## src/hdl/handler_pkg.sv

```systemverilog
// Shared constants and types for the handler sequencer and result talker
package handler_pkg;
   // Register byte offsets
   localparam logic [7:0] CTRL_OFFSET = 8'h00;
   localparam logic [7:0] OUTSEL_OFFSET = 8'h04;
   localparam logic [7:0] NOMINAL_OFFSET = 8'h08;
   localparam logic [7:0] STATUS_OFFSET = 8'h0c;
   localparam logic [7:0] PANEL_OFFSET = 8'h10;
   // Control register fields
   localparam int CTRL_ENTER_BIT = 0;
   localparam int CTRL_TRIGGERED_BIT = 1;
   localparam int CTRL_FULL_OPTION_BIT = 2;
   localparam logic [2:0] CTRL_RESET = 3'h2;
   localparam logic [3:0] OUTSEL_RESET = 4'h0;
   localparam logic [31:0] NOMINAL_RESET = 32'h00000000;
   // Status register fields
   localparam int STATUS_BUSY_BIT = 0;
   localparam int STATUS_PASS_BIT = 1;
   localparam int STATUS_TALKER_IDLE_BIT = 2;
   localparam int STATUS_BIN_LSB = 4;
   // Panel register fields
   localparam int PANEL_START_BIT = 0;
   // Output selection
   localparam logic [3:0] CODE_FAIL_ONLY = 4'h8;
   localparam logic [3:0] CODE_BIN_ON_PASS = 4'h9;
   localparam logic [2:0] MASK_BIN = 3'h1;
   localparam logic [2:0] MASK_FULL = 3'h7;
   // String lengths including CR and LF
   localparam int PRIMARY_LEN = 17;
   localparam int SECONDARY_LEN = 17;
   localparam int BIN_LEN = 10;
   // Handler bin outputs
   localparam int BIN_COUNT = 15;
   localparam logic [3:0] REDUCED_FIRST = 4'h9;
   localparam logic [3:0] REDUCED_LAST = 4'hd;
   localparam logic [3:0] LUMP_BIN = 4'he;
   // Data settling time before the data-valid line is raised
   localparam int CLK_PERIOD_NS = 4;
   localparam int SETTLE_NS = 100;
   localparam int SETTLE_CYCLES = (SETTLE_NS + CLK_PERIOD_NS - 1) / CLK_PERIOD_NS;
   localparam int FIFO_DEPTH = 4;
   typedef enum logic [2:0] {ST_IDLE, ST_ACQUIRE, ST_CALC, ST_SEND, ST_DRAIN} seq_state_t;
   typedef enum logic [2:0] {TK_IDLE, TK_SETTLE, TK_READY, TK_ACCEPT, TK_RELEASE} talk_state_t;
endpackage

```

## src/hdl/byte_stream_if.sv

```systemverilog
// Valid/ready character stream between the sequencer, FIFO and talker
`timescale 1ns/1ps
interface byte_stream_if #(parameter int WIDTH = 8) ();
   logic valid;
   logic ready;
   logic [WIDTH-1:0] data;
   modport src (output valid, output data, input ready);
   modport snk (input valid, input data, output ready);
endinterface

```

## src/hdl/char_fifo.sv

```systemverilog
// Character FIFO with valid/ready on both sides
`timescale 1ns/1ps
module char_fifo #(
   parameter int WIDTH = 8,
   parameter int DEPTH = 4
) (
   input wire logic clk,
   input wire logic rst_n,
   byte_stream_if.snk fill,
   byte_stream_if.src drain,
   output logic empty
);
   localparam int AW = $clog2(DEPTH);
   logic [WIDTH-1:0] mem [DEPTH];
   logic [AW:0] wrPtr_reg;
   logic [AW:0] rdPtr_reg;
   wire full = (wrPtr_reg[AW] != rdPtr_reg[AW]) && (wrPtr_reg[AW-1:0] == rdPtr_reg[AW-1:0]);
   wire push = fill.valid && !full;
   wire pop = drain.ready && !empty;
   assign empty = (wrPtr_reg == rdPtr_reg);
   assign fill.ready = !full;
   assign drain.valid = !empty;
   assign drain.data = mem[rdPtr_reg[AW-1:0]];

   always_ff @(posedge clk) begin
      if (push) begin
         mem[wrPtr_reg[AW-1:0]] <= fill.data;
      end
   end

   always_ff @(posedge clk or negedge rst_n) begin
      if (!rst_n) begin
         wrPtr_reg <= '0;
         rdPtr_reg <= '0;
      end else begin
         if (push) begin
            wrPtr_reg <= wrPtr_reg + 1'b1;
         end
         if (pop) begin
            rdPtr_reg <= rdPtr_reg + 1'b1;
         end
      end
   end
endmodule

```

## src/hdl/source_handshake.sv

```systemverilog
// Talk-only source handshake: data lines, data-valid, and listener ready/accept inputs
`timescale 1ns/1ps
module source_handshake (
   input wire logic clk,
   input wire logic rst_n,
   byte_stream_if.snk chars,
   input wire logic notReadyPin,
   input wire logic notAcceptedPin,
   output logic [7:0] busData,
   output logic busDataOe,
   output logic busDav,
   output logic busDavOe,
   output logic idle
);
   handler_pkg::talk_state_t state_reg, state_next;
   logic [2:0] nrfdSync_reg;
   logic [2:0] ndacSync_reg;
   logic nrfd_reg;
   logic ndac_reg;
   logic [7:0] data_reg;
   logic [7:0] settle_reg;

   wire take = (state_reg == handler_pkg::TK_IDLE) && chars.valid;
   wire settled = (settle_reg == 8'(handler_pkg::SETTLE_CYCLES - 1));
   assign chars.ready = (state_reg == handler_pkg::TK_IDLE);
   assign idle = (state_reg == handler_pkg::TK_IDLE);
   assign busData = data_reg;
   assign busDataOe = (state_reg != handler_pkg::TK_IDLE);
   // Sole talker: data-valid is always driven
   assign busDavOe = 1'b1;

   always_comb begin
      state_next = state_reg;
      unique case (state_reg)
         handler_pkg::TK_IDLE: if (chars.valid) state_next = handler_pkg::TK_SETTLE;
         handler_pkg::TK_SETTLE: if (settled) state_next = handler_pkg::TK_READY;
         handler_pkg::TK_READY: if (!nrfd_reg) state_next = handler_pkg::TK_ACCEPT;
         handler_pkg::TK_ACCEPT: if (!ndac_reg) state_next = handler_pkg::TK_RELEASE;
         handler_pkg::TK_RELEASE: if (ndac_reg) state_next = handler_pkg::TK_IDLE;
      endcase
   end

   always_ff @(posedge clk or negedge rst_n) begin
      if (!rst_n) begin
         state_reg <= handler_pkg::TK_IDLE;
         busDav <= 1'b0;
      end else begin
         state_reg <= state_next;
         busDav <= (state_next == handler_pkg::TK_ACCEPT);
      end
   end

   always_ff @(posedge clk or negedge rst_n) begin
      if (!rst_n) begin
         data_reg <= 8'h00;
         settle_reg <= 8'h00;
      end else begin
         if (take) begin
            data_reg <= chars.data;
         end
         settle_reg <= (state_reg == handler_pkg::TK_SETTLE) ? settle_reg + 8'h01 : 8'h00;
      end
   end

   // Pins are high while a listener asserts not-ready or not-accepted
   always_ff @(posedge clk or negedge rst_n) begin
      if (!rst_n) begin
         nrfdSync_reg <= 3'h7;
         ndacSync_reg <= 3'h7;
         nrfd_reg <= 1'b1;
         ndac_reg <= 1'b1;
      end else begin
         nrfdSync_reg <= {nrfdSync_reg[1:0], notReadyPin};
         ndacSync_reg <= {ndacSync_reg[1:0], notAcceptedPin};
         if (nrfdSync_reg[1] == nrfdSync_reg[2]) begin
            nrfd_reg <= nrfdSync_reg[2];
         end
         if (ndacSync_reg[1] == ndacSync_reg[2]) begin
            ndac_reg <= ndacSync_reg[2];
         end
      end
   end
endmodule

```

## src/hdl/handler_sync_and_result_output.sv

```systemverilog
// Handler sequencing, bin outputs, APB registers and result string output
//
// What this block does
// - Pulse end-of-test once bin is decided
// - Pulse acquisition-done before calculation ends
// - Triggered mode starts only on start input or a panel start write
// - Zero nominal suppresses end-of-test and lamps
// - Reduced card lumps bins nine-thirteen into fourteen
// - Selection code picks which strings go out
// - Selection code changes only in enter function
// - Send selected strings after each measurement
// - Strings are 17, 17 and 10 characters
// - Slowest listener throttles the measurement rate
`timescale 1ns/1ps
module handler_sync_and_result_output #(
   parameter int PRIMARY_CHARS = handler_pkg::PRIMARY_LEN,
   parameter int SECONDARY_CHARS = handler_pkg::SECONDARY_LEN,
   parameter int BIN_CHARS = handler_pkg::BIN_LEN,
   parameter int FIFO_WORDS = handler_pkg::FIFO_DEPTH
) (
   input wire logic clk,
   input wire logic rst_n,
   input wire logic psel,
   input wire logic penable,
   input wire logic pwrite,
   input wire logic [7:0] paddr,
   input wire logic [31:0] pwdata,
   output logic [31:0] prdata,
   output logic pready,
   output logic pslverr,
   input wire logic startPin,
   output logic measStart,
   input wire logic acqDoneIn,
   input wire logic calcDoneIn,
   input wire logic passIn,
   input wire logic [3:0] binIn,
   input wire logic [8*PRIMARY_CHARS-1:0] primaryText,
   input wire logic [8*SECONDARY_CHARS-1:0] secondaryText,
   input wire logic [8*BIN_CHARS-1:0] binText,
   output logic acquisitionDoneStrobe,
   output logic endOfTestStrobe,
   output logic passLamp,
   output logic failLamp,
   output logic [handler_pkg::BIN_COUNT-1:0] handlerBins,
   output logic [7:0] busData,
   output logic busDataOe,
   output logic busDav,
   output logic busDavOe,
   input wire logic notReadyPin,
   input wire logic notAcceptedPin
);
   handler_pkg::seq_state_t state_reg, state_next;
   logic [2:0] ctrl_reg;
   logic [3:0] outSel_reg;
   logic [31:0] nominal_reg;
   logic panelStart_reg;
   logic [2:0] startSync_reg;
   logic startFilt_reg;
   logic startPrev_reg;
   logic lastPass_reg;
   logic [3:0] lastBin_reg;
   logic [2:0] mask_reg;
   logic [1:0] seg_reg;
   logic [4:0] idx_reg;
   logic [8*PRIMARY_CHARS-1:0] primary_reg;
   logic [8*SECONDARY_CHARS-1:0] secondary_reg;
   logic [8*BIN_CHARS-1:0] binStr_reg;
   logic fifoEmpty;
   logic talkerIdle;
   logic [31:0] statusWord;

   byte_stream_if #(.WIDTH(8)) toFifo ();
   byte_stream_if #(.WIDTH(8)) toTalker ();

   // Length of a result string by segment: 0 primary, 1 secondary, 2 bin
   function automatic logic [4:0] segLen(input logic [1:0] seg);
      logic [4:0] len;
      len = 5'(BIN_CHARS);
      if (seg == 2'd0) begin
         len = 5'(PRIMARY_CHARS);
      end else if (seg == 2'd1) begin
         len = 5'(SECONDARY_CHARS);
      end
      return len;
   endfunction

   // First enabled segment at or after the given one; 3 means none left
   function automatic logic [1:0] findSeg(input logic [2:0] mask, input logic [2:0] from);
      logic [1:0] found;
      found = 2'd3;
      for (int i = 2; i >= 0; i--) begin
         if ((3'(i) >= from) && mask[2-i]) begin
            found = 2'(i);
         end
      end
      return found;
   endfunction

   // Register access decode
   wire setup = psel && !penable;
   wire access = psel && penable;
   wire hitCtrl = (paddr == handler_pkg::CTRL_OFFSET);
   wire hitOutSel = (paddr == handler_pkg::OUTSEL_OFFSET);
   wire hitNominal = (paddr == handler_pkg::NOMINAL_OFFSET);
   wire hitStatus = (paddr == handler_pkg::STATUS_OFFSET);
   wire hitPanel = (paddr == handler_pkg::PANEL_OFFSET);
   wire mapped = hitCtrl || hitOutSel || hitNominal || hitStatus || hitPanel;
   wire wrEn = access && pwrite && mapped;
   wire enterFunc = ctrl_reg[handler_pkg::CTRL_ENTER_BIT];
   wire triggered = ctrl_reg[handler_pkg::CTRL_TRIGGERED_BIT];
   wire fullOption = ctrl_reg[handler_pkg::CTRL_FULL_OPTION_BIT];
   // Codes above nine leave the old selection in place
   wire codeLegal = (pwdata[31:4] == 28'h0000000) &&
                    (pwdata[3:0] <= handler_pkg::CODE_BIN_ON_PASS);
   wire outSelWrite = wrEn && hitOutSel && enterFunc && codeLegal;
   wire panelWrite = wrEn && hitPanel && pwdata[handler_pkg::PANEL_START_BIT];
   wire nominalZero = (nominal_reg == 32'h00000000);

   assign pready = 1'b1;
   assign pslverr = access && !mapped;

   // Status fields sit at their package positions
   always_comb begin
      statusWord = 32'h00000000;
      statusWord[handler_pkg::STATUS_BUSY_BIT] = (state_reg != handler_pkg::ST_IDLE);
      statusWord[handler_pkg::STATUS_PASS_BIT] = lastPass_reg;
      statusWord[handler_pkg::STATUS_TALKER_IDLE_BIT] = talkerIdle;
      statusWord[handler_pkg::STATUS_BIN_LSB +: 4] = lastBin_reg;
   end
   wire [31:0] readMux = hitCtrl ? {29'h00000000, ctrl_reg} :
                         hitOutSel ? {28'h0000000, outSel_reg} :
                         hitNominal ? nominal_reg :
                         hitStatus ? statusWord : 32'h00000000;

   always_ff @(posedge clk or negedge rst_n) begin
      if (!rst_n) begin
         prdata <= 32'h00000000;
      end else if (setup && !pwrite) begin
         prdata <= readMux;
      end
   end

   always_ff @(posedge clk or negedge rst_n) begin
      if (!rst_n) begin
         ctrl_reg <= handler_pkg::CTRL_RESET;
         outSel_reg <= handler_pkg::OUTSEL_RESET;
         nominal_reg <= handler_pkg::NOMINAL_RESET;
         panelStart_reg <= 1'b0;
      end else begin
         if (wrEn && hitCtrl) begin
            ctrl_reg <= pwdata[2:0];
         end
         if (outSelWrite) begin
            outSel_reg <= pwdata[3:0];
         end
         if (wrEn && hitNominal) begin
            nominal_reg <= pwdata;
         end
         panelStart_reg <= panelWrite;
      end
   end

   // Start pin through three flops; a change counts when the last two agree
   always_ff @(posedge clk or negedge rst_n) begin
      if (!rst_n) begin
         startSync_reg <= 3'h0;
         startFilt_reg <= 1'b0;
         startPrev_reg <= 1'b0;
      end else begin
         startSync_reg <= {startSync_reg[1:0], startPin};
         if (startSync_reg[1] == startSync_reg[2]) begin
            startFilt_reg <= startSync_reg[2];
         end
         startPrev_reg <= startFilt_reg;
      end
   end

   wire startEdge = startFilt_reg && !startPrev_reg;
   wire startReq = triggered ? (startEdge || panelStart_reg) : 1'b1;
   // A start while busy is dropped, not queued
   wire go = (state_reg == handler_pkg::ST_IDLE) && !enterFunc && startReq;

   wire [2:0] calcMask = (outSel_reg == handler_pkg::CODE_FAIL_ONLY) ?
                            (passIn ? 3'h0 : handler_pkg::MASK_FULL) :
                         (outSel_reg == handler_pkg::CODE_BIN_ON_PASS) ?
                            (passIn ? handler_pkg::MASK_BIN : handler_pkg::MASK_FULL) :
                         outSel_reg[2:0];
   wire [1:0] firstSeg = findSeg(calcMask, 3'd0);
   wire [4:0] curLen = segLen(seg_reg);
   wire lastChar = (idx_reg == curLen - 5'd1);
   wire [1:0] afterSeg = findSeg(mask_reg, 3'(seg_reg) + 3'd1);
   wire push = (state_reg == handler_pkg::ST_SEND) && toFifo.ready;

   // first character in the top byte
   wire [7:0] primaryChar = primary_reg[8*(PRIMARY_CHARS-1-int'(idx_reg)) +: 8];
   wire [7:0] secondaryChar = secondary_reg[8*(SECONDARY_CHARS-1-int'(idx_reg)) +: 8];
   wire [7:0] binChar = binStr_reg[8*(BIN_CHARS-1-int'(idx_reg)) +: 8];

   assign toFifo.valid = (state_reg == handler_pkg::ST_SEND);
   assign toFifo.data = (seg_reg == 2'd0) ? primaryChar :
                        (seg_reg == 2'd1) ? secondaryChar : binChar;
   assign measStart = go;

   always_comb begin
      state_next = state_reg;
      unique case (state_reg)
         handler_pkg::ST_IDLE: if (go) state_next = handler_pkg::ST_ACQUIRE;
         handler_pkg::ST_ACQUIRE: if (acqDoneIn) state_next = handler_pkg::ST_CALC;
         handler_pkg::ST_CALC: begin
            if (calcDoneIn) begin
               state_next = (calcMask == 3'h0) ? handler_pkg::ST_IDLE : handler_pkg::ST_SEND;
            end
         end
         handler_pkg::ST_SEND: begin
            if (push && lastChar && (afterSeg == 2'd3)) begin
               state_next = handler_pkg::ST_DRAIN;
            end
         end
         handler_pkg::ST_DRAIN: begin
            if (fifoEmpty && talkerIdle) begin
               state_next = handler_pkg::ST_IDLE;
            end
         end
      endcase
   end

   always_ff @(posedge clk or negedge rst_n) begin
      if (!rst_n) begin
         state_reg <= handler_pkg::ST_IDLE;
      end else begin
         state_reg <= state_next;
      end
   end

   // Pass flag, bin and strings are valid only with calcDoneIn
   wire calcEnd = (state_reg == handler_pkg::ST_CALC) && calcDoneIn;

   always_ff @(posedge clk or negedge rst_n) begin
      if (!rst_n) begin
         acquisitionDoneStrobe <= 1'b0;
      end else begin
         acquisitionDoneStrobe <= (state_reg == handler_pkg::ST_ACQUIRE) && acqDoneIn;
      end
   end

   always_ff @(posedge clk or negedge rst_n) begin
      if (!rst_n) begin
         endOfTestStrobe <= 1'b0;
      end else begin
         endOfTestStrobe <= calcEnd && !nominalZero;
      end
   end

   wire lumped = !fullOption && (binIn >= handler_pkg::REDUCED_FIRST) &&
                 (binIn <= handler_pkg::REDUCED_LAST);
   wire [3:0] outBin = lumped ? handler_pkg::LUMP_BIN : binIn;
   // Bin numbers past the last output light nothing
   wire binInRange = (int'(outBin) < handler_pkg::BIN_COUNT);
   wire [handler_pkg::BIN_COUNT-1:0] binOneHot = binInRange ?
      (handler_pkg::BIN_COUNT)'(1) << outBin : '0;

   always_ff @(posedge clk or negedge rst_n) begin
      if (!rst_n) begin
         handlerBins <= '0;
         passLamp <= 1'b0;
         failLamp <= 1'b0;
         lastPass_reg <= 1'b0;
         lastBin_reg <= 4'h0;
      end else if (go) begin
         handlerBins <= '0;
         passLamp <= 1'b0;
         failLamp <= 1'b0;
      end else if (calcEnd) begin
         handlerBins <= binOneHot;
         passLamp <= passIn && !nominalZero;
         failLamp <= !passIn && !nominalZero;
         lastPass_reg <= passIn;
         lastBin_reg <= outBin;
      end
   end

   // Latch result strings and walk them character by character
   always_ff @(posedge clk or negedge rst_n) begin
      if (!rst_n) begin
         primary_reg <= '0;
         secondary_reg <= '0;
         binStr_reg <= '0;
         mask_reg <= 3'h0;
         seg_reg <= 2'd0;
         idx_reg <= 5'd0;
      end else if (calcEnd) begin
         primary_reg <= primaryText;
         secondary_reg <= secondaryText;
         binStr_reg <= binText;
         mask_reg <= calcMask;
         seg_reg <= firstSeg;
         idx_reg <= 5'd0;
      end else if (push) begin
         if (lastChar) begin
            seg_reg <= afterSeg;
            idx_reg <= 5'd0;
         end else begin
            idx_reg <= idx_reg + 5'd1;
         end
      end
   end

   char_fifo #(.WIDTH(8), .DEPTH(FIFO_WORDS)) fifo (
      .clk(clk),
      .rst_n(rst_n),
      .fill(toFifo),
      .drain(toTalker),
      .empty(fifoEmpty)
   );

   source_handshake talker (
      .clk(clk),
      .rst_n(rst_n),
      .chars(toTalker),
      .notReadyPin(notReadyPin),
      .notAcceptedPin(notAcceptedPin),
      .busData(busData),
      .busDataOe(busDataOe),
      .busDav(busDav),
      .busDavOe(busDavOe),
      .idle(talkerIdle)
   );
endmodule

```

## config.mk

```make
export PLATFORM = sky130hd
export DESIGN_NAME = handler_sync_and_result_output
export DESIGN_NICKNAME = d
export VERILOG_FILES = /design/src/hdl/handler_pkg.sv /design/src/hdl/byte_stream_if.sv /design/src/hdl/char_fifo.sv /design/src/hdl/source_handshake.sv /design/src/hdl/handler_sync_and_result_output.sv
export SDC_FILE = /design/constraint.sdc
export NUM_CORES = 1
export LEC_CHECK = 0
export ABC_AREA = 1
export BUFFER_PORTS_ARGS = -buffer_cell sky130_fd_sc_hd__buf_2
export CORE_ASPECT_RATIO = 0.7
export CORE_MARGIN = 3
export CORE_UTILIZATION = 35
export DETAILED_ROUTE_END_ITERATION = 8
export SYNTH_ARGS = -nofsm -noshare
export SYNTH_HDL_FRONTEND = slang
export SYNTH_HIERARCHICAL = 1
export SYNTH_SLANG_ARGS = --single-unit
export TNS_END_PERCENT = 20
```

## constraint.sdc

```tcl
create_clock -name clk -period 3.1 [get_ports clk]
set_input_delay 0.31 -clock clk [delete_from_list [all_inputs] [get_ports clk]]
set_output_delay 0.31 -clock clk [all_outputs]
set_load 0.01 [all_outputs]
```

Word level (Yosys, flattened, before mapping) --
Memory sizes are Yosys's and may differ from the RTL's. A register that Yosys moved wholly into a read port is not among the register bits. Index checks and enable logic that the tools add are counted.
Storage, ports and cells: flip-flop bits (word level) 492, bits in latches 0, RAM bits 32, ROM bits 0, input bits 407, output and inout port bits 65, word-level logic and storage cells 195, memories kept 1
Memory list:
- fifo.mem | depth 4, bits a word 8, read ports 1, clocked after memory_dff 1, wr ports 1, line char_fifo.sv:14 | logic [WIDTH-1:0] mem [DEPTH];
Cells by class: $add $sub $neg 8, $mul 0, div/mod/pow operators 0, $lt $le $gt $ge 7, equality and inequality tests 30, shift-type cells 4, mux-type cells 49, bitwise operators 1, reductions and logical operators 64
Operators with widths (count):
- variable part select 136 x 9 -> 8 bit | 2
- two-way mux 32 bit | 3
- variable part select 80 x 9 -> 8 bit | 1
- two-way mux 15 bit | 3
- two-way mux 3 bit | 14
- logical AND 1 bit | 33
- zero test 32 bit | 1
- two-way mux 8 bit | 4
- one-hot mux 3 bit (5 select lines) | 2
- zero test 28 bit | 1
- two-way mux 5 bit | 5
- equality test 8 x 4 -> 1 bit (second input constant) | 2
- equality test 8 x 5 -> 1 bit (second input constant) | 2
- two-way mux 2 bit | 8
- equality test 3 x 2 -> 1 bit (second input constant) | 5
- left shift 1 x 4 -> 15 bit (first input constant) | 1
- zero test 1 bit | 11
- != test 2 bit (second input constant) | 5
- zero test 3 bit | 3
- two-way mux 1 bit | 9
- adder 8 x 1 -> 8 bit (second input constant) | 1
- equality test 4 bit (second input constant) | 2
- equality test 8 x 3 -> 1 bit (second input constant) | 1
- less-or-equal comparator 4 bit (second input constant) | 2
- 28 further kinds | 42

Logic depth before layout (Yosys ltp) --
Gate-level depths: netlist of the first run.
word-level depth 10, mapped depth 15, depth with buffers taken out 13

Modules after synthesis --
Netlist of the first run, hierarchy kept.
By module, submodules not included:
- handler_sync_and_result_output | times used 1, cells each 2766, area an instance 21822.2 µm², seq. area each 11637.4 µm²
- char_fifo | times used 1, cells each 136, area an instance 1627.8 µm², seq. area each 1111.1 µm²
- source_handshake | times used 1, cells each 136, area an instance 1272.5 µm², seq. area each 710.7 µm²

Worst setup path before layout of the first run --
OpenSTA, ideal clock, no wires.
kind flip-flop to flip-flop, start point register idx_reg[1], end point memory fifo.mem[0][0] (data pin), library setup time 277 ps, arrival 2225 ps, data required time 2823 ps, path slack 598 ps, stages on the path, launching flop included 15, path buffers 5, clock period less this slack 2502 ps, cells stage by stage dfrtp_1 > clkbuf_1 > inv_1 > clkbuf_1 > ha_1 > buf_2 > buf_2 > buf_1 > a21oi_1 > o21ai_0 > nand3_1 > nand3_1 > nand3_1 > nand2_1 > nand3_1
On the way: word-level cells in the longest chain between the ends 4, elaborated cells between the ends (all ways) 7, classes of those cells add/sub (2); shift (3); mux (2)
Ends and longest elaborated chain:
- from (decl) | line handler_sync_and_result_output.sv:64 | logic [4:0] idx_reg;
- from (signal assigned) | line handler_sync_and_result_output.sv:303 | idx_reg <= idx_reg + 5'd1;
- subtractor 5 x 5 -> 6 bit / subtractor 4 x 5 -> 6 bit (equally long branches) | line handler_sync_and_result_output.sv:195, handler_sync_and_result_output.sv:196, handler_sync_and_result_output.sv:197
- variable part select 136 x 9 -> 8 bit / variable part select 80 x 9 -> 8 bit (equally long branches) | line handler_sync_and_result_output.sv:196, handler_sync_and_result_output.sv:197
- two-way mux 8 bit | line handler_sync_and_result_output.sv:201 | (seg_reg == 2'd1) ? secondaryChar : binChar;
- two-way mux 8 bit * | line handler_sync_and_result_output.sv:200 | assign toFifo.data = (seg_reg == 2'd0) ? primaryChar :
- named net toFifo.data[0] | line byte_stream_if.sv:6 | logic [WIDTH-1:0] data;
- to (decl) | line char_fifo.sv:14
The timed path passes the listed nets; every way through them passes the cells marked *.

Worst setup path after layout of the first run --
start point register idx_reg[1], end point memory fifo.mem[1][6] (data pin)
The elaborated chain is that of the path after synthesis.

==> impl_results.md, run 1 <==
* I/O pins at 472
* IO Port Bufs at 469
* CP arrival at 2.94 ns
* Final #Nets at 4267
* CTS tree: done
* Global-route wire length before repair at 134000 um
* Slew Limit Fails at 0
* Vias per std cell at 4.85
* Gates resized, CTS repair at 0
* CTS H-Tree Depth at 2
* Maximum fanout along the worst path at 36
* Result of the run: finished clean
* Routed vias at 23300
* Syn Inst Count at 3038
* Residual DRC at 0
* GP Congestion at 0.859
* GR Overflow Total at 0
* CP Class: reg2reg
* Clk_skew at 0.0347 ns
* Setup_tns at 0 ns
* Fillers at 6431
* Post-synth ARST share at 0.940
* Placed inst area at 0.0280 sq mm
* Yosys warnings at 6
* Die Y at 228 um
* Area of the multi-input gates at 0.00912 sq mm
* Max frequency at 401 MHz
* Pwr dens at 916 mW/mm^2
* Cts bufs inserted at 54
* Register area at 0.0135 sq mm
* Starting Density at 0.358
* Wire per inst at 17.9 um
* Element type at the critical path end: flop
* Hold Vio Cnt, Final at 0
* CTS sink cnt at 531
* Hpwl dp at 58100 um
* Most frequent cells after synthesis: nand2_1, dfrtp_1, o21ai_0, inv_1, nand3_1
* Largest net degree at the start of global routing at 147
* Top cell type's share of synthesized area at 0.496
* DRT Wirelength at 85900 um
* CTS root buf: clkbuf_16
* Yosys reg bits at 531
* Worst-path clk slew at 0.06 ns
* Setup crit start kind: flop
* Synth Flop Type: dfrtp_1
* Largest area contributor in the netlist: dfrtp_1
* Vias in the first global route at 23600
* Ratio of cells with drive above 1 in the final layout at 0.174
* Syn avg cell area at 8.14 sq um
* DIE WIDTH at 324 um
* Peak VDD IR at 0.697 mV
* CTS Buffer Depth at 3
* RSZ-0062 raised after global routing: no
* Max-cap violations at 0
* Net Count, Synth at 3456
* CP required at 3.55 ns
* Finished layout cell area at 0.0340 sq mm
* Layout area overhead at 37.5%
* Most common cell in the netlist: nand2_1
* HP Class: in2reg
* Global-route usage over all layers at 0.230
* Relative slew slack at 0.291
* Die ar. at 0.0739 sq mm
* Tightest Pin Transition at 1.06 ns
* Sequential share of the synthesized area at 0.544
* Drt pass-1 iters at 6
* Final Cycle Share at 0.804
* Min cycle time layout at 2.49 ns
* Netlist cell types at 45
* Static Leak at 16.8 nW
* Cell Area, Synth at 0.0247 sq mm
* Row cnt at 80
* Final setup violation count at 0
* Latest clock arrival within the worst-skew pair at 0.63 ns
* Detail Route Antenna Nets at 0
* Initial antenna violation count at 7
* EDFF count, synth at 32
* Core ar. at 0.0691 sq mm
* Synth area leaders: dfrtp_1, nand2_1, o21ai_0
* Drt initial violations at 1988
[per-stage QoR]
step / std cells / worst slack, ns / hold WS [ns] / util / power, W
floorplan: 3038 / 0.598 / 0.0144 / - / 0.0191
global placement: 4297 / 0.668 / 0.332 / 0.406 / 0.0234
detailed placement: 4297 / 0.649 / 0.319 / 0.406 / 0.0236
CTS: 4795 / 0.631 / 0.0123 / 0.492 / 0.0313
global route: 4796 / 0.411 / 0.0362 / 0.492 / 0.0335
finish: 4800 / 0.608 / 0.0699 / 0.492 / 0.0311
[worst paths after layout]
path	from	to	slack, ns	cells after the start
min	binIn[1]	handlerBins[3]	0.07	3
min in group asynchronous	rst_n	secondary_reg[101]	0.24	2
max reg2reg	idx_reg[1]	fifo/mem[1][6]	0.61	12
max in group asynchronous	rst_n	secondary_reg[7]	1.80	4
max	idx_reg[1]	fifo/mem[1][6]	0.61	12
min reg2reg	talker/nrfdSync_reg[0]	talker/nrfdSync_reg[1]	0.36	0
[worst max-delay path: stages, from the launching register on]
cell and delay, ns:
dfrtp_1 0.38, inv_1 0.26, ha_4 0.27, inv_2 0.23, buf_12 0.29, nand3_1 0.14
nand3_1 0.14, nand3_1 0.14, nand3_1 0.14, nand2_1 0.07, nand2_1 0.07, nand2_1 0.07
nand2_1 0.11
[cells in the final DEF (no fill, tap or decap), types with 39 or more instances in the layout]
cell type        n
nand2_1        982
nor2_1         113
clkbuf_16       54
dfrtp_1        489
dlygate4sd3_1  398
a21oi_1         82
o211ai_1        61
inv_1          340
buf_4           39
o21ai_0        385
buf_2          468
nand3_1        215
[logic make-up after synthesis]
kind of cell	Yosys count	share of synthesized area
and+or+nand+nor	1369	0.228
buffers and inverters	521	0.0884
adders and majority gates	14	0.00678
AOI/OAI and AO/OA	594	0.129
DFF	531	0.544
other	2	0.000304
xor gates and xnor gates	7	0.00309
[per-layer routing]
layer	routed length (um)	up-vias	global-route usage
met2	37800	821	0.356
met3	5400	169	0.0398
met1	39900	11000	0.330
li1	-	11300	-
met4	2730	6	0.0733
met5	32	-	0
[report_power, final]
group          total [W]  internal, W  leakage, nW  switching [W]
sequential        0.0108      0.00973         6.43        0.00108
clock            0.00718      0.00427        0.955        0.00292
combinational     0.0132      0.00437         9.38        0.00879
[layout make-up]
cell class              count  share of cell area
diodes                      5            0.000368
clock buffers              75              0.0457
clock inverters            25              0.0115
inverters                 353              0.0394
multi-input cells        1986               0.268
flip-flops and latches    531               0.396
well taps                 902              0.0332
repair buffers            923               0.205
[repair_timing]
item	in CTS	in global routing
hold buffers	398	0
setup buffers	0	0
hold endpoints to repair	449	0
Power figures use the tool's default switching activity.
==> run 2, diff against run 1 <==
==> constraint.sdc (replaced) <==
create_clock -name clk -period 2.6 [get_ports clk]
set_input_delay 0.26 -clock clk [delete_from_list [all_inputs] [get_ports clk]]
set_output_delay 0.26 -clock clk [all_outputs]
set_load 0.01 [all_outputs]
==> impl_results.md, run 2 (synthesis gave the netlist of run 1 again) <==
* CP arrival at 2.89 ns (was 2.94 ns)
* Element type at the critical path end: flop (unchanged)
* Internal power at 0.0218 W (was 0.0184 W)
* Setup_tns at 0 ns (unchanged)
* Pwr dens at 1090 mW/mm^2 (was 916 mW/mm^2)
* Worst-path cell chain: inv_1, buf_4, ha_1, inv_1, nand2_1, nand2_1, inv_1, nand3_1, nand2_1, nand2_1, nand2_1, nand2_1, nand2_1 (was inv_1, ha_4, inv_2, buf_12, nand3_1, nand3_1, nand3_1, nand3_1, nand2_1, nand2_1, nand2_1, nand2_1)
* CTS Buffer Depth at 3 (unchanged)
* DIE WIDTH at 324 um (unchanged)
* Logic pwr share at 0.430 (was 0.422)
* Result of the run: finished clean (unchanged)
* Drt pass-1 iters at 5 (was 6)
* Max-cap violations at 0 (unchanged)
* Psw at 0.0154 W (was 0.0128 W)
* Min cycle time layout at 2.41 ns (was 2.49 ns)
* Final Cycle Share at 0.929 (was 0.804)
* Vias in the first global route at 23400 (was 23600)
* RSZ-0062 raised after global routing: no (unchanged)
* Tightest Pin Transition at 1.10 ns (was 1.06 ns)
* Cts bufs inserted at 54 (unchanged)
* CTS sink cnt at 531 (unchanged)
* Global-route usage over all layers at 0.235 (was 0.230)
* CP required at 3.07 ns (was 3.55 ns)
* Global-route wire length before repair at 136000 um (was 134000 um)
* Final #Nets at 4281 (was 4267)
* HP Class: in2reg (unchanged)
* I/O pins at 472 (unchanged)
* GP Congestion at 0.875 (was 0.859)
* Worst-path clk slew at 0.06 ns (about the same)
* Core ar. at 0.0691 sq mm (unchanged)
* Sw Ratio at 0.414 (was 0.410)
* CTS root buf: clkbuf_16 (unchanged)
* Delay-heaviest family, CP: simple AND/OR/NAND/NOR gates (unchanged)
* Wire per inst at 18.3 um (was 17.9 um)
* Row cnt at 80 (unchanged)
* Final setup violation count at 0 (unchanged)
* CP peak stage delay at 0.37 ns (was 0.38 ns)
* Fin util at 0.494 (was 0.492)
* GR Overflow Total at 0 (unchanged)
* Commonest non-fill, non-tap cell in the layout: nand2_1 (unchanged)
* Static Leak at 16.8 nW (about the same)
* Maximum fanout along the worst path at 8 (was 36)
* Clk_skew at 0.0430 ns (was 0.0347 ns)
* Hpwl dp at 60200 um (was 58100 um)
* Drt initial violations at 2038 (was 1988)
* Die Y at 228 um (unchanged)
* CP Class: reg2reg (unchanged)
* CTS tree: done (unchanged)
* Starting Density at 0.358 (unchanged)
* Slew Limit Fails at 0 (unchanged)
* Initial antenna violation count at 9 (was 7)
* CP most frequent cell: nand2_1
* Pre-CTS setup slack at 0.206 ns (was 0.649 ns)
* CP max-delay cell: dfrtp_1 (unchanged)
* Commonest non-fill, non-tap cells in the layout: nand2_1, dfrtp_1, buf_2 (unchanged)
* Final setup margin at 0.185 ns (was 0.608 ns)
* Ratio of cells with drive above 1 in the final layout at 0.177 (was 0.174)
* Detail Route Antenna Nets at 0 (unchanged)
* Relative slew slack at 0.267 (was 0.291)
* Hold Vio Cnt, Final at 0 (unchanged)
* Setup crit start kind: flop (unchanged)
* Part of the power in registers at 0.348 (was 0.347)
* CTS H-Tree Depth at 2 (unchanged)
* Clock power frac at 0.222 (was 0.231)
* Residual DRC at 0 (unchanged)
* Largest net degree at the start of global routing at 101 (was 147)
* Layout area overhead at 38.1% (was 37.5%)
* IO Port Bufs at 469 (unchanged)
* DRT Wirelength at 88300 um (was 85900 um)
* Vias per std cell at 4.90 (was 4.85)
* Max frequency at 414 MHz (was 401 MHz)
* Routed vias at 23600 (was 23300)
* Setup Buffers After CTS at 0 (unchanged)
* Die ar. at 0.0739 sq mm (unchanged)
* CP bufs+invs at 4 (was 3)
* Peak VDD IR at 0.976 mV (was 0.697 mV)
* Latest clock arrival within the worst-skew pair at 0.64 ns (was 0.63 ns)
[run 2: cell count changes in the layout (fill, tap and decap cells not counted), sizes merged]
cell / before / now
clkbuf: 75 / 77
inv: 354 / 356
bufinv: 9 / 4
dlygate4sd3: 398 / 401
clkinv: 13 / 16
buf: 525 / 536
[run 2: power by group through the flow]
stage	registers, W	logic (W)	clock network [W]
after global placement	0.0130	0.0152	0
after floorplan	0.0126	0.0101	0
after CTS	0.0129	0.0159	0.00842
final	0.0129	0.0160	0.00824
after detailed placement	0.0130	0.0153	0
after global routing	0.0132	0.0178	0.00875
[run 2: repair_timing]
item,4_1_cts,5_1_grt
gates resized for setup,0,2
hold endpoints to repair,456,0
endpoints found under the setup margin,0,15
hold buffers,401,0
[run 2: final timing paths]
check / from / to / slack (ns) / depth (start not counted)
min: penable / prdata[7] / 0.1 / 5
min reg2reg: startSync_reg[0] / startSync_reg[1] / 0.35 / 0
max: idx_reg[1] / fifo/mem[1][6] / 0.19 / 13
max in group asynchronous: rst_n / ctrl_reg[1] / 1.47 / 3
min in group asynchronous: rst_n / secondary_reg[116] / 0.23 / 2
max reg2reg: idx_reg[1] / fifo/mem[1][6] / 0.19 / 13
[run 2: layer usage]
metal,global-route usage,vias to the layer above,routed length [um]
li1,-,11400,-
met1,0.334,11100,39500
met2,0.365,904,39700
met3,0.0432,181,6360
met4,0.0742,8,2680
met5,0,-,50
[run 2: worst register-to-register path, cell delays in order, from the launching register on]
cell and delay (ns):
dfrtp_1 0.37, inv_1 0.13, buf_4 0.17, ha_1 0.19
inv_1 0.05, nand2_1 0.10, nand2_1 0.19, inv_1 0.28
nand3_1 0.18, nand2_1 0.14, nand2_1 0.14, nand2_1 0.13
nand2_1 0.07, nand2_1 0.11
[run 2: stage by stage]
step	area [sq um]	hold WS, ns	std cells	power (W)
CTS	34100	0.0497	4811	0.0372
finish	34100	0.0975	4816	0.0372
global placement	28200	0.289	4308	0.0282
detailed placement	28200	0.287	4308	0.0284
floorplan	24700	-0.0356	3038	0.0228
global route	34100	0.102	4815	0.0398
[run 2: cell type report]
| cell class | count | area, sq um |
|---|---|---|
| fill | 6447 | 34900 |
| sequential | 531 | 13500 |
| multi-input combinational | 1986 | 9120 |
| timing repair buffer | 937 | 7190 |
| clock buffer | 77 | 1610 |
| inverter | 353 | 1340 |
| tap | 902 | 1130 |
| clock inverter | 25 | 264 |
| antenna | 5 | 12.5 |
